### src/inc/aux_test_params.svh
// Offsets, field positions, reset values and timing of the aux test bank
`ifndef AUX_TEST_PARAMS_SVH
`define AUX_TEST_PARAMS_SVH

// Register indices; byte address is four times the index
`define SILICON_VERSION_IDX 8'h37
`define AUX_SEL_IDX         8'h38
`define FIRST_DAC_IDX       8'h39
`define SECOND_DAC_IDX      8'h3A
`define ADC_IQ_IDX          8'h3B
`define PROD_TEST_IDX       8'h3C
`define TEST_SEL_IDX        8'h30

// Field positions
`define FIRST_SEL_MSB  7
`define FIRST_SEL_LSB  4
`define SECOND_SEL_MSB 3
`define SECOND_SEL_LSB 0
`define DAC_MSB        5
`define BIT_SEL_MSB    2
`define ADC_I_MSB      7
`define ADC_I_LSB      4
`define ADC_Q_MSB      3
`define ADC_Q_LSB      0

// Reset and fixed read values
`define AUX_SEL_RST    8'h00
`define DAC_RST        6'h00
`define BIT_SEL_RST    3'h0
`define PROD_TEST_READ 8'hFF

// Timing: registered pin path latency in clk_sys cycles
`define PIN_LATENCY    1

`endif

### src/inc/aux_test_pkg.sv
// Types shared by the aux test register bank
package aux_test_pkg;

    typedef enum logic [3:0] {
        SEL_HIZ     = 4'b0000,
        SEL_DAC     = 4'b0001,
        SEL_CORR    = 4'b0010,
        SEL_RSV3    = 4'b0011,
        SEL_MINLVL  = 4'b0100,
        SEL_ADC_I   = 4'b0101,
        SEL_ADC_Q   = 4'b0110,
        SEL_RSV7    = 4'b0111,
        SEL_PROD    = 4'b1000,
        SEL_RSV9    = 4'b1001,
        SEL_HIGH    = 4'b1010,
        SEL_LOW     = 4'b1011,
        SEL_TX      = 4'b1100,
        SEL_RX      = 4'b1101,
        SEL_SUBC    = 4'b1110,
        SEL_BUS_BIT = 4'b1111
    } aux_sel_t;

    typedef logic [5:0] dac_val_t;
    typedef logic [3:0] nibble_t;

endpackage

### src/inc/aux_pin_if.sv
// Carrier between the register bank and one aux pin selector
`timescale 1ns/1ps
interface aux_pin_if;
    import aux_test_pkg::*;
    aux_sel_t sel;
    dac_val_t dac;
    logic     pin_out;
    logic     pin_oe;
    dac_val_t level;
    logic     level_en;

    modport ctrl (
        output sel,
        output dac,
        input  pin_out,
        input  pin_oe,
        input  level,
        input  level_en
    );
    modport mux (
        input  sel,
        input  dac,
        output pin_out,
        output pin_oe,
        output level,
        output level_en
    );
endinterface

### src/verilog/analog_test_aux_register_bank.sv
// Analog test and aux pin register bank with APB slave
//
// Our own choice: the APB slave port.
`timescale 1ns/1ps
`include "aux_test_params.svh"

// Behaviour
// RULE1: Read-only 8-bit version register at 37h, value fixed by silicon.
// RULE2: Selector 0000 floats the pin, 1010 drives high, 1011 drives low.
// RULE3: Code 0001 routes first DAC to first pin, second to second.
// RULE4: Codes 0100-0110 give min level, I, Q; 0010 gives correlator.
// RULE5: Codes 0011, 0111, 1000, 1001 reserved; 1000 is production test.
// RULE6: Code 1100 outputs the transmit active flag.
// RULE7: Code 1101 outputs the receive active flag.
// RULE8: Code 1110 outputs subcarrier detected, meaningless at 106 kBd.
// RULE9: A code drives one test bus bit chosen by a 3-bit field.
// RULE10: Selectors at 38h bits 7:4 and 3:0, reset 00h.
// RULE11: 6-bit first DAC value at 39h bits 5:0.
// RULE12: 6-bit second DAC value at 3Ah, bits 7:6 reserved.
// RULE13: Read-only 3Bh returns I sample high, Q sample low.
// RULE14: 3Ch reserved for production test, no functional use.
// RULE15: Test bus bit selection uses selector code 1111.
module analog_test_aux_register_bank #(
    // Arbitrary neutral value
    parameter logic [7:0] VERSION_CODE = 8'h5A
) (
    // Clock and reset
    input  wire logic                  clk_sys,
    input  wire logic                  arst_n,
    // APB slave
    input  wire logic [7:0]            paddr,
    input  wire logic                  psel,
    input  wire logic                  penable,
    input  wire logic                  pwrite,
    input  wire logic [31:0]           pwdata,
    output logic [31:0]                prdata,
    output logic                       pready,
    output logic                       pslverr,
    // Test sources
    input  wire logic                  correlator_signal,
    input  wire aux_test_pkg::nibble_t receiver_minimum_level,
    input  wire aux_test_pkg::nibble_t adc_i_sample,
    input  wire aux_test_pkg::nibble_t adc_q_sample,
    input  wire logic                  production_test_signal,
    input  wire logic                  transmit_active_flag,
    input  wire logic                  receive_active_flag,
    input  wire logic                  subcarrier_flag,
    input  wire logic                  baud_is_106,
    input  wire logic [7:0]            test_bus,
    // First aux pin
    output logic                       first_auxiliary_pin_out,
    output logic                       first_auxiliary_pin_oe,
    output aux_test_pkg::dac_val_t     first_auxiliary_pin_level,
    output logic                       first_auxiliary_pin_level_en,
    // Second aux pin
    output logic                       second_auxiliary_pin_out,
    output logic                       second_auxiliary_pin_oe,
    output aux_test_pkg::dac_val_t     second_auxiliary_pin_level,
    output logic                       second_auxiliary_pin_level_en
);
    import aux_test_pkg::*;

    localparam logic [7:0] SEL_RESET = `AUX_SEL_RST;

    aux_sel_t   first_pin_selector;
    aux_sel_t   second_pin_selector;
    dac_val_t   first_test_dac_value;
    dac_val_t   second_test_dac_value;
    logic [2:0] test_bus_bit_select;
    logic       setup_phase;
    logic       access_phase;
    logic       wr_en;
    logic [7:0] read_value;
    logic       mapped;

    aux_pin_if first_pin ();
    aux_pin_if second_pin ();

    // Byte address hit for a register index
    function automatic logic reg_hit(input logic [7:0] addr,
                                     input logic [7:0] idx);
        reg_hit = (addr == {idx[5:0], 2'b00});
    endfunction

    assign setup_phase  = psel & ~penable;
    assign access_phase = psel & penable;
    assign wr_en        = access_phase & pwrite;
    assign pready       = 1'b1;

    // Address decode and read mux
    always_comb begin
        read_value = 8'h00;
        mapped     = 1'b1;
        // RULE1: version readback
        if (reg_hit(paddr, `SILICON_VERSION_IDX)) begin
            read_value = VERSION_CODE;
        end else if (reg_hit(paddr, `AUX_SEL_IDX)) begin
            read_value = {first_pin_selector, second_pin_selector};
        end else if (reg_hit(paddr, `FIRST_DAC_IDX)) begin
            read_value = {2'b00, first_test_dac_value};
        end else if (reg_hit(paddr, `SECOND_DAC_IDX)) begin
            // RULE12: reserved bits read zero
            read_value = {2'b00, second_test_dac_value};
        end else if (reg_hit(paddr, `ADC_IQ_IDX)) begin
            // RULE13: I and Q samples
            read_value = {adc_i_sample, adc_q_sample};
        end else if (reg_hit(paddr, `PROD_TEST_IDX)) begin
            // RULE14: fixed reserved value
            read_value = `PROD_TEST_READ;
        end else if (reg_hit(paddr, `TEST_SEL_IDX)) begin
            read_value = {5'b00000, test_bus_bit_select};
        end else begin
            mapped = 1'b0;
        end
    end

    assign pslverr = access_phase & ~mapped;

    // Read data captured in setup cycle
    always_ff @(posedge clk_sys or negedge arst_n) begin
        if (!arst_n) begin
            prdata <= 32'h0000_0000;
        end else if (setup_phase) begin
            prdata <= {24'h00_0000, read_value};
        end
    end

    // RULE10: selector register
    always_ff @(posedge clk_sys or negedge arst_n) begin
        if (!arst_n) begin
            first_pin_selector  <=
                aux_sel_t'(SEL_RESET[`FIRST_SEL_MSB:`FIRST_SEL_LSB]);
            second_pin_selector <=
                aux_sel_t'(SEL_RESET[`SECOND_SEL_MSB:`SECOND_SEL_LSB]);
        end else if (wr_en && reg_hit(paddr, `AUX_SEL_IDX)) begin
            first_pin_selector  <=
                aux_sel_t'(pwdata[`FIRST_SEL_MSB:`FIRST_SEL_LSB]);
            second_pin_selector <=
                aux_sel_t'(pwdata[`SECOND_SEL_MSB:`SECOND_SEL_LSB]);
        end
    end

    // RULE11: first DAC value
    always_ff @(posedge clk_sys or negedge arst_n) begin
        if (!arst_n) begin
            first_test_dac_value <= `DAC_RST;
        end else if (wr_en && reg_hit(paddr, `FIRST_DAC_IDX)) begin
            first_test_dac_value <= pwdata[`DAC_MSB:0];
        end
    end

    // RULE12: second DAC value
    always_ff @(posedge clk_sys or negedge arst_n) begin
        if (!arst_n) begin
            second_test_dac_value <= `DAC_RST;
        end else if (wr_en && reg_hit(paddr, `SECOND_DAC_IDX)) begin
            second_test_dac_value <= pwdata[`DAC_MSB:0];
        end
    end

    // RULE9: test bus bit select field
    always_ff @(posedge clk_sys or negedge arst_n) begin
        if (!arst_n) begin
            test_bus_bit_select <= `BIT_SEL_RST;
        end else if (wr_en && reg_hit(paddr, `TEST_SEL_IDX)) begin
            test_bus_bit_select <= pwdata[`BIT_SEL_MSB:0];
        end
    end

    // Selector drive
    assign first_pin.sel  = first_pin_selector;
    assign first_pin.dac  = first_test_dac_value;
    assign second_pin.sel = second_pin_selector;
    assign second_pin.dac = second_test_dac_value;

    aux_pin_mux u_first_mux (
        .pin                    (first_pin.mux),
        .correlator_signal      (correlator_signal),
        .receiver_minimum_level (receiver_minimum_level),
        .adc_i_sample           (adc_i_sample),
        .adc_q_sample           (adc_q_sample),
        .production_test_signal (production_test_signal),
        .transmit_active_flag   (transmit_active_flag),
        .receive_active_flag    (receive_active_flag),
        .subcarrier_flag        (subcarrier_flag),
        .baud_is_106            (baud_is_106),
        .test_bus               (test_bus),
        .test_bus_bit_select    (test_bus_bit_select)
    );

    aux_pin_mux u_second_mux (
        .pin                    (second_pin.mux),
        .correlator_signal      (correlator_signal),
        .receiver_minimum_level (receiver_minimum_level),
        .adc_i_sample           (adc_i_sample),
        .adc_q_sample           (adc_q_sample),
        .production_test_signal (production_test_signal),
        .transmit_active_flag   (transmit_active_flag),
        .receive_active_flag    (receive_active_flag),
        .subcarrier_flag        (subcarrier_flag),
        .baud_is_106            (baud_is_106),
        .test_bus               (test_bus),
        .test_bus_bit_select    (test_bus_bit_select)
    );

    // Registered first pin
    always_ff @(posedge clk_sys or negedge arst_n) begin
        if (!arst_n) begin
            first_auxiliary_pin_out      <= 1'b0;
            first_auxiliary_pin_oe       <= 1'b0;
            first_auxiliary_pin_level    <= '0;
            first_auxiliary_pin_level_en <= 1'b0;
        end else begin
            first_auxiliary_pin_out      <= first_pin.pin_out;
            first_auxiliary_pin_oe       <= first_pin.pin_oe;
            first_auxiliary_pin_level    <= first_pin.level;
            first_auxiliary_pin_level_en <= first_pin.level_en;
        end
    end

    // Registered second pin
    always_ff @(posedge clk_sys or negedge arst_n) begin
        if (!arst_n) begin
            second_auxiliary_pin_out      <= 1'b0;
            second_auxiliary_pin_oe       <= 1'b0;
            second_auxiliary_pin_level    <= '0;
            second_auxiliary_pin_level_en <= 1'b0;
        end else begin
            second_auxiliary_pin_out      <= second_pin.pin_out;
            second_auxiliary_pin_oe       <= second_pin.pin_oe;
            second_auxiliary_pin_level    <= second_pin.level;
            second_auxiliary_pin_level_en <= second_pin.level_en;
        end
    end
endmodule

### src/verilog/aux_pin_mux.sv
// Selector that routes one test source onto an aux pin
`timescale 1ns/1ps
module aux_pin_mux (
    // Selector side
    aux_pin_if.mux                 pin,
    // Test sources
    input  wire logic              correlator_signal,
    input  wire aux_test_pkg::nibble_t receiver_minimum_level,
    input  wire aux_test_pkg::nibble_t adc_i_sample,
    input  wire aux_test_pkg::nibble_t adc_q_sample,
    input  wire logic              production_test_signal,
    input  wire logic              transmit_active_flag,
    input  wire logic              receive_active_flag,
    input  wire logic              subcarrier_flag,
    input  wire logic              baud_is_106,
    input  wire logic [7:0]        test_bus,
    input  wire logic [2:0]        test_bus_bit_select
);
    import aux_test_pkg::*;

    always_comb begin
        pin.pin_out  = 1'b0;
        pin.pin_oe   = 1'b0;
        pin.level    = '0;
        pin.level_en = 1'b0;
        case (pin.sel)
            // RULE3: DAC value route
            SEL_DAC: begin
                pin.level    = pin.dac;
                pin.level_en = 1'b1;
            end
            // RULE4: correlator test signal
            SEL_CORR: begin
                pin.pin_out = correlator_signal;
                pin.pin_oe  = 1'b1;
            end
            // RULE4: DAC path sources
            SEL_MINLVL: begin
                pin.level    = {receiver_minimum_level, 2'b00};
                pin.level_en = 1'b1;
            end
            SEL_ADC_I: begin
                pin.level    = {adc_i_sample, 2'b00};
                pin.level_en = 1'b1;
            end
            SEL_ADC_Q: begin
                pin.level    = {adc_q_sample, 2'b00};
                pin.level_en = 1'b1;
            end
            // RULE5: production test code
            SEL_PROD: begin
                pin.pin_out = production_test_signal;
                pin.pin_oe  = 1'b1;
            end
            // RULE2: fixed levels
            SEL_HIGH: begin
                pin.pin_out = 1'b1;
                pin.pin_oe  = 1'b1;
            end
            SEL_LOW: begin
                pin.pin_out = 1'b0;
                pin.pin_oe  = 1'b1;
            end
            // RULE6: transmit active
            SEL_TX: begin
                pin.pin_out = transmit_active_flag;
                pin.pin_oe  = 1'b1;
            end
            // RULE7: receive active
            SEL_RX: begin
                pin.pin_out = receive_active_flag;
                pin.pin_oe  = 1'b1;
            end
            // RULE8: subcarrier, low at 106 kBd
            SEL_SUBC: begin
                pin.pin_out = subcarrier_flag & ~baud_is_106;
                pin.pin_oe  = 1'b1;
            end
            // RULE9 RULE15: test bus bit
            SEL_BUS_BIT: begin
                pin.pin_out = test_bus[test_bus_bit_select];
                pin.pin_oe  = 1'b1;
            end
            // RULE2 RULE5: high impedance and reserved
            default: begin
                pin.pin_oe = 1'b0;
            end
        endcase
    end
endmodule

### config.mk
export PLATFORM = sky130hd
export DESIGN_NAME = analog_test_aux_register_bank
export DESIGN_NICKNAME = d
export VERILOG_FILES = /design/src/inc/aux_test_pkg.sv /design/src/inc/aux_pin_if.sv /design/src/verilog/analog_test_aux_register_bank.sv /design/src/verilog/aux_pin_mux.sv
export VERILOG_INCLUDE_DIRS = /design/src /design/src/inc
export SDC_FILE = /design/constraint.sdc
export NUM_CORES = 1
export LEC_CHECK = 0
export BUFFER_PORTS_ARGS = -buffer_cell sky130_fd_sc_hd__clkbuf_2
export CAP_MARGIN = 5
export CORE_UTILIZATION = 43
export CTS_BUF_LIST = sky130_fd_sc_hd__clkbuf_8 sky130_fd_sc_hd__clkbuf_16
export DETAILED_ROUTE_END_ITERATION = 6
export HOLD_SLACK_MARGIN = 0.15
export PLACE_DENSITY = 0.83
export RECOVER_POWER = 50
export SYNTH_ARGS = -nofsm -noshare
export SYNTH_HDL_FRONTEND = slang
export SYNTH_SLANG_ARGS = --single-unit
### constraint.sdc
create_clock -name clk_sys -period 1.5 [get_ports clk_sys]
set_input_delay 0.15 -clock clk_sys [delete_from_list [all_inputs] [get_ports clk_sys]]
set_output_delay 0.15 -clock clk_sys [all_outputs]
set_load 0.02 [all_outputs]
==> summary.txt, run 1 <==
EDFF count, synth - 0
RSZ-0062 raised after global routing - yes
Port bufs - 73
Final Hold Fails - 0
Max_cap viols - 0
WP data required - 1.70 ns
Share of post-route cells with drive strength above 1 - 34.4%
Routed WL - 7410 um
Power per cell area - 761 nW/um^2
WL met2 - 3520 um
Wirelength per Cell - 15.8 um
Top_reg_cell synth - dfrtp_1
Period utilization - 109%
Nets@finish - 463
Cell area after layout - 3640 sq um
CTS root buf - clkbuf_8
Initial Util - 45.0%
Overall Global Routing Usage - 21.3%
Arrival @ worst endpoint - 1.83 ns
Drt drc - 8
DRT met1 WL - 3370 um
Asr flop ratio synth - 100%
Synthesized instance count - 290
Setup TNS - -0.175 ns
Clock Latency Late Sink - 0.31 ns
Top sig layer - met4
Post-synth top cells - dfrtp_1 (49), buf_4 (26), a21oi_1 (19)
Leakage - 1.73 nW
Placed wire-length estimate - 5710 um
TritonRoute pass-1 iters - 6
Vias in the first global route - 2338
Vias/cell - 5.29
Post-DRT Antenna Nets - 0
Top cells by area, synth - dfrtp_1 (42%), buf_4 (6.7%), mux2_2 (6.6%)
Top-count cell post-synth - dfrtp_1
Synthesis-to-finish area growth - 25.9%
TritonCTS clock tree - done
Clk slew on worst S/H paths - 0.10 ns
First-pass GRT wire length - 11700 um
Worst min path class - input port to flip-flop
Crit path kind - flip-flop to flip-flop
TritonCTS Buffers - 5
Filler cell count - 601
Status - finished with violations
Slew @ Worst Pin - 0.686 ns
Core Area - 6420 sq um
Post-synth top area cell - dfrtp_1
Routability cong. - 0.922
Metal3 WL - 459 um
Tmin final - 1.63 ns
CTS max path bufs - 2
Startpoint Class - flip-flop
Maximum clock rate - 0.614 GHz
Synth unique cells - 49
Peak supply drop - 0.445 mV
Final-report max-slew violation count - 0
CTS H-tree depth - 2
Total power - 0.00277 W
Syn Std Cell Area - 2890 sq um
Pre-CTS worst setup slack - -0.212 ns
Die X - 84.0 um
Part of the Yosys area used for sequential elements - 42.4%
Die height - 84.0 um
Synth top area share - 42.4%
Clock sinks - 49
Std-Cell Rows - 29
Synth Warn # - 0
Num ports - 123
FF-to-FF path depth - 5
Core Util, Final - 56.7%
Clock skew - 0.0124 ns
Initial antenna violation count - 0
Via count - 2479
Final setup fails - 2
Antenna Cells - 0
Hold Path Depth - 4
Failing checks - DRC, setup timing
Seq cells post-synth - 49
Final worst slack - -0.130 ns
Die ar. - 7060 sq um
Element type at the critical path end - flip-flop
CP max FO - 3
First DRT Iteration DRCs - 205
Post-Place Cell Area - 3440 sq um
Synth Area per Inst - 9.98 sq um
Largest net degree at the start of global routing - 50
Grt total ovfl - 0
Slew Limit Headroom - 54.3%
-- logic make-up after synthesis --
family / share of synthesized area, %
compound gates: 13.8
simple gates: 18.6
mux: 15.1
flops: 42.4
other cells: 0.260
buf+inv: 9.56
xor+xnor: 0.303
-- worst max-delay path: stages (launching register included) --
cell     delay, ns
dfrtp_2       0.41
mux4_2        0.50
mux2i_1       0.17
buf_4         0.15
nor2_1        0.04
a311o_1       0.26
-- placed cells by master, fill, tap and decap left out, types with 4 or more instances in the layout --
cell           count
clkbuf_2          62
dfrtp_1           47
buf_4             28
conb_1            25
nor2_1            18
a21oi_1           17
mux2_2            17
nand2_1           16
o21ai_0           12
clkbuf_1          11
nand2b_1          10
mux2i_1           10
nand3_1           10
dlygate4sd3_1     10
o2bb2ai_1          7
nor2b_1            6
inv_1              6
mux2_4             6
nand3b_1           5
a211oi_1           5
clkbuf_8           5
nor4b_1            4
a31oi_1            4
-- layout make-up --
class / instances / area [sq um] / share of cell area, %
inverters: 6 / 22.5 / 0.618
repair buffers: 113 / 689 / 18.9
flip-flops and latches: 49 / 1230 / 33.7
clock inverters: 2 / 38.8 / 1.06
multi-input cells: 217 / 1500 / 41.1
clock buffers: 5 / 68.8 / 1.89
well taps: 77 / 96.3 / 2.65
-- per-layer routing --
layer	up-vias	track usage, %
met4	0	4.23
met2	96	35.2
met5	-	0
met1	1180	29.5
li1	1196	-
met3	7	3.76
-- what timing repair did --
action | in CTS | in global routing
buffers inserted | 0 | 1
hold buffers | 10 | 0
resized for setup | 1 | 6
pin swaps | 0 | 2
endpoints found under the setup margin | 3 | 11
endpoints found under the hold margin | 68 | 0
-- power by group --
part           leakage [nW]  total (W)  switching, W  internal, W
sequential            0.672    0.00137     0.0000254      0.00135
clock                0.0546   0.000967      0.000472     0.000495
combinational          1.01   0.000433      0.000261     0.000172
-- stage by stage --
stage          cells  hold slack, ns
2_1_floorplan    313          -0.146
3_3_place_gp     451           0.157
3_5_place_dp     451           0.163
4_1_cts          468           0.153
5_1_grt          469           0.217
6_report         469           0.162
-- sequential cells by signal (all words and copies together), names as in the netlist, 3 cells and up --
register / count
prdata: 8
first_auxiliary_pin_level: 6
first_pin.dac: 6
second_auxiliary_pin_level: 6
second_pin.dac: 6
first_pin.sel: 4
second_pin.sel: 4
test_bus_bit_select: 3
-- path summary, 6_finish.rpt --
path	startpoint	endpoint	slack, ns
min reg2reg	prdata[0]$_DFFE_PN0P_	prdata[0]$_DFFE_PN0P_	0.50
min in group asynchronous	arst_n	first_auxiliary_pin_out$_DFF_PN0_	0.51
max	test_bus_bit_select[1]$_DFFE_PN0P_	first_auxiliary_pin_out$_DFF_PN0_	-0.13
max in group asynchronous	arst_n	test_bus_bit_select[1]$_DFFE_PN0P_	0.48
min	production_test_signal	second_auxiliary_pin_out$_DFF_PN0_	0.16
max reg2reg	test_bus_bit_select[1]$_DFFE_PN0P_	first_auxiliary_pin_out$_DFF_PN0_	-0.13
Power figures use the tool's default switching activity.
==> inputs of run 2 (changes only) <==
--- a/config.mk
+++ b/config.mk
@@ -8,11 +8,11 @@
 export LEC_CHECK = 0
 export BUFFER_PORTS_ARGS = -buffer_cell sky130_fd_sc_hd__clkbuf_2
 export CAP_MARGIN = 5
-export CORE_UTILIZATION = 43
+export CORE_UTILIZATION = 48
 export CTS_BUF_LIST = sky130_fd_sc_hd__clkbuf_8 sky130_fd_sc_hd__clkbuf_16
 export DETAILED_ROUTE_END_ITERATION = 6
 export HOLD_SLACK_MARGIN = 0.15
-export PLACE_DENSITY = 0.83
+export PLACE_DENSITY = 0.87
 export RECOVER_POWER = 50
 export SYNTH_ARGS = -nofsm -noshare
 export SYNTH_HDL_FRONTEND = slang
==> constraint.sdc (replaced) <==
create_clock -name clk_sys -period 1.75 [get_ports clk_sys]
set_input_delay 0.175 -clock clk_sys [delete_from_list [all_inputs] [get_ports clk_sys]]
set_output_delay 0.175 -clock clk_sys [all_outputs]
set_load 0.02 [all_outputs]
==> run 2 against run 1 <==
The flow now finishes without violations. Count of clock-buffer cells in the layout is the same. Clock skew is 0.0052 ns lower. Sequential power is 14% lower. Critical path type unchanged. First-iteration DRC count rose by 30%. Highest routed layer unchanged. Fmax fell by 3.5%.
==> summary.txt, run 2 (synthesized netlist as in run 1, its figures left out) <==
Worst min path class - input port to flip-flop (unchanged)
WL met2 - 3560 um (was 3520 um)
Element type at the critical path end - flip-flop (unchanged)
Share of post-route cells with drive strength above 1 - 27.5% (was 34.4%)
Via count - 2558 (was 2479)
CTS root buf - clkbuf_8 (unchanged)
First DRT Iteration DRCs - 266 (was 205)
Largest stage delay, worst path - 0.51 ns (was 0.50 ns)
Setup TNS - 0 ns (was -0.175 ns)
Period utilization - 96.5% (was 109%)
Grt total ovfl - 0 (unchanged)
Vias in the first global route - 2416 (was 2338)
Routability cong. - 0.880 (was 0.922)
Final-report max-slew violation count - 0 (unchanged)
Antenna Cells - 0 (unchanged)
Vias/cell - 5.72 (was 5.29)
DRT met1 WL - 3040 um (was 3370 um)
Port bufs - 73 (unchanged)
Status - finished clean (was finished with violations)
Drt drc - 0 (was 8)
TritonCTS clock tree - done (unchanged)
Maximum clock rate - 0.592 GHz (was 0.614 GHz)
Die height - 79.6 um (was 84.0 um)
Slew Limit Headroom - 54.7% (was 54.3%)
Number of flip-flops in the largest register - 8 (unchanged)
Final Hold Fails - 0 (unchanged)
Final worst slack - 0.0615 ns (was -0.130 ns)
Overall Global Routing Usage - 24.5% (was 21.3%)
Clock sinks - 49 (unchanged)
Leakage - 1.60 nW (was 1.73 nW)
Clock skew - 0.00721 ns (was 0.0124 ns)
Pre-CTS worst setup slack - 0.0198 ns (was -0.212 ns)
Metal3 WL - 582 um (was 459 um)
Num ports - 123 (unchanged)
CP max FO - 3 (unchanged)
First-pass GRT wire length - 11800 um (was 11700 um)
Core Area - 5640 sq um (was 6420 sq um)
Initial antenna violation count - 0 (unchanged)
Synthesis-to-finish area growth - 18.4% (was 25.9%)
Largest net degree at the start of global routing - 28 (was 50)
Placed wire-length estimate - 5550 um (was 5710 um)
DP Cell Count - 433 (was 451)
Most common library cell in the layout ignoring fill and taps - dfrtp_1 (was clkbuf_2)
Clock Latency Late Sink - 0.31 ns (about the same)
Arrival @ worst endpoint - 1.89 ns (was 1.83 ns)
Die X - 79.6 um (was 84.0 um)
Top sig layer - met4 (unchanged)
Die ar. - 6340 sq um (was 7060 sq um)
Filler-free cell count of the finished design - 447 (was 469)
Power per cell area - 652 nW/um^2 (was 761 nW/um^2)
Final setup fails - 0 (was 2)
WP data required - 1.95 ns (was 1.70 ns)
Max_cap viols - 0 (unchanged)
Most frequent cells in the layout - dfrtp_1 (49), clkbuf_2 (48), clkbuf_1 (26) (was clkbuf_2 (62), dfrtp_1 (47), buf_4 (28))
CTS H-tree depth - 2 (unchanged)
Startpoint Class - flip-flop (unchanged)
Most flop-heavy register - prdata (unchanged)
Hold slack - 0.159 ns (was 0.162 ns)
Tmin final - 1.69 ns (was 1.63 ns)
Wirelength per Cell - 16.5 um (was 15.8 um)
CP Cell Sequence - mux4_2 -> mux2i_1 -> buf_4 -> nor2_2 -> a311o_1 (was mux4_2 -> mux2i_1 -> buf_4 -> nor2_1 -> a311o_1)
TritonCTS Buffers - 5 (unchanged)
Nets@finish - 445 (was 463)
Slowest cell on crit path - mux4_2 (unchanged)
Initial Util - 51.3% (was 45.0%)
Slew @ Worst Pin - 0.679 ns (was 0.686 ns)
Clk slew on worst S/H paths - 0.10 ns (about the same)
Core Util, Final - 60.7% (was 56.7%)
Peak supply drop - 0.512 mV (was 0.445 mV)
Post-DRT Antenna Nets - 0 (unchanged)
RSZ-0062 raised after global routing - yes (unchanged)
TritonRoute pass-1 iters - 4 (was 6)
CTS max path bufs - 2 (unchanged)
Crit path kind - flip-flop to flip-flop (unchanged)
Routed WL - 7360 um (was 7410 um)
Post-CTS Setup Inserts - 0 (unchanged)
Std-Cell Rows - 27 (was 29)
==> run 2: cell types whose count changed in the layout (fill, tap and decap cells not counted), moves of 2 or more <==
cell           delta
clkbuf_1         +15
dfrtp_2           -2
a21oi_1           +2
dfrtp_1           +2
dlygate4sd3_1     -4
buf_4            -13
clkbuf_2         -14
a21oi_2           -2
==> run 2: power breakdown <==
part / internal [W] / switching, W
clock: 0.000299 / 0.000419
combinational: 0.000121 / 0.000216
sequential: 0.00116 / 0.0000233
total: 0.00158 / 0.000658
==> run 2: layout make-up <==
class | instances | area (sq um)
clock inverters | 3 | 28.8
clock buffers | 5 | 68.8
flip-flops and latches | 49 | 1230
repair buffers | 95 | 510
multi-input cells | 217 | 1480
fillers | 488 | 2220
well taps | 72 | 90.1
inverters | 6 | 22.5
==> run 2: worst max-delay path: cells and delay by family, from the launching register on <==
family,cells,cell delay [ns]
compound gates,1,0.26
flops,1,0.43
simple gates,1,0.04
mux,2,0.70
buf+inv,1,0.16
==> run 2: what timing repair did <==
item,in CTS,in global routing
hold buffers,6,0
hold endpoints to repair,30,0
resized for setup,0,1
pin swaps,1,0
setup endpoints to repair,1,1
==> run 2: through the flow <==
| stage | total power [W] | instance area [sq um] |
|---|---|---|
| after floorplan | 0.00142 | 2980 |
| after global placement | 0.00152 | 3310 |
| after detailed placement | 0.00153 | 3310 |
| after CTS | 0.00226 | 3470 |
| after global routing | 0.00234 | 3430 |
| final | 0.00223 | 3430 |
==> run 2: path summary, 6_finish.rpt <==
kind	end	start	cells past startpoint	slack, ns
max in group asynchronous	first_pin.sel[0]$_DFFE_PN0P_	arst_n	3	0.31
max	first_auxiliary_pin_out$_DFF_PN0_	test_bus_bit_select[1]$_DFFE_PN0P_	5	0.06
min reg2reg	prdata[0]$_DFFE_PN0P_	prdata[0]$_DFFE_PN0P_	2	0.50
min	second_pin.dac[2]$_DFFE_PN0P_	pwdata[2]	2	0.16
max reg2reg	first_auxiliary_pin_out$_DFF_PN0_	test_bus_bit_select[1]$_DFFE_PN0P_	5	0.06
min in group asynchronous	second_auxiliary_pin_level[4]$_DFF_PN0_	arst_n	2	0.38
==> run 2: layer usage <==
metal | GRT usage (%) | vias to the layer above
met5 | 0 | -
met2 | 41.2 | 131
met3 | 4.34 | 13
li1 | - | 1161
met4 | 7.64 | 0
met1 | 31.8 | 1253
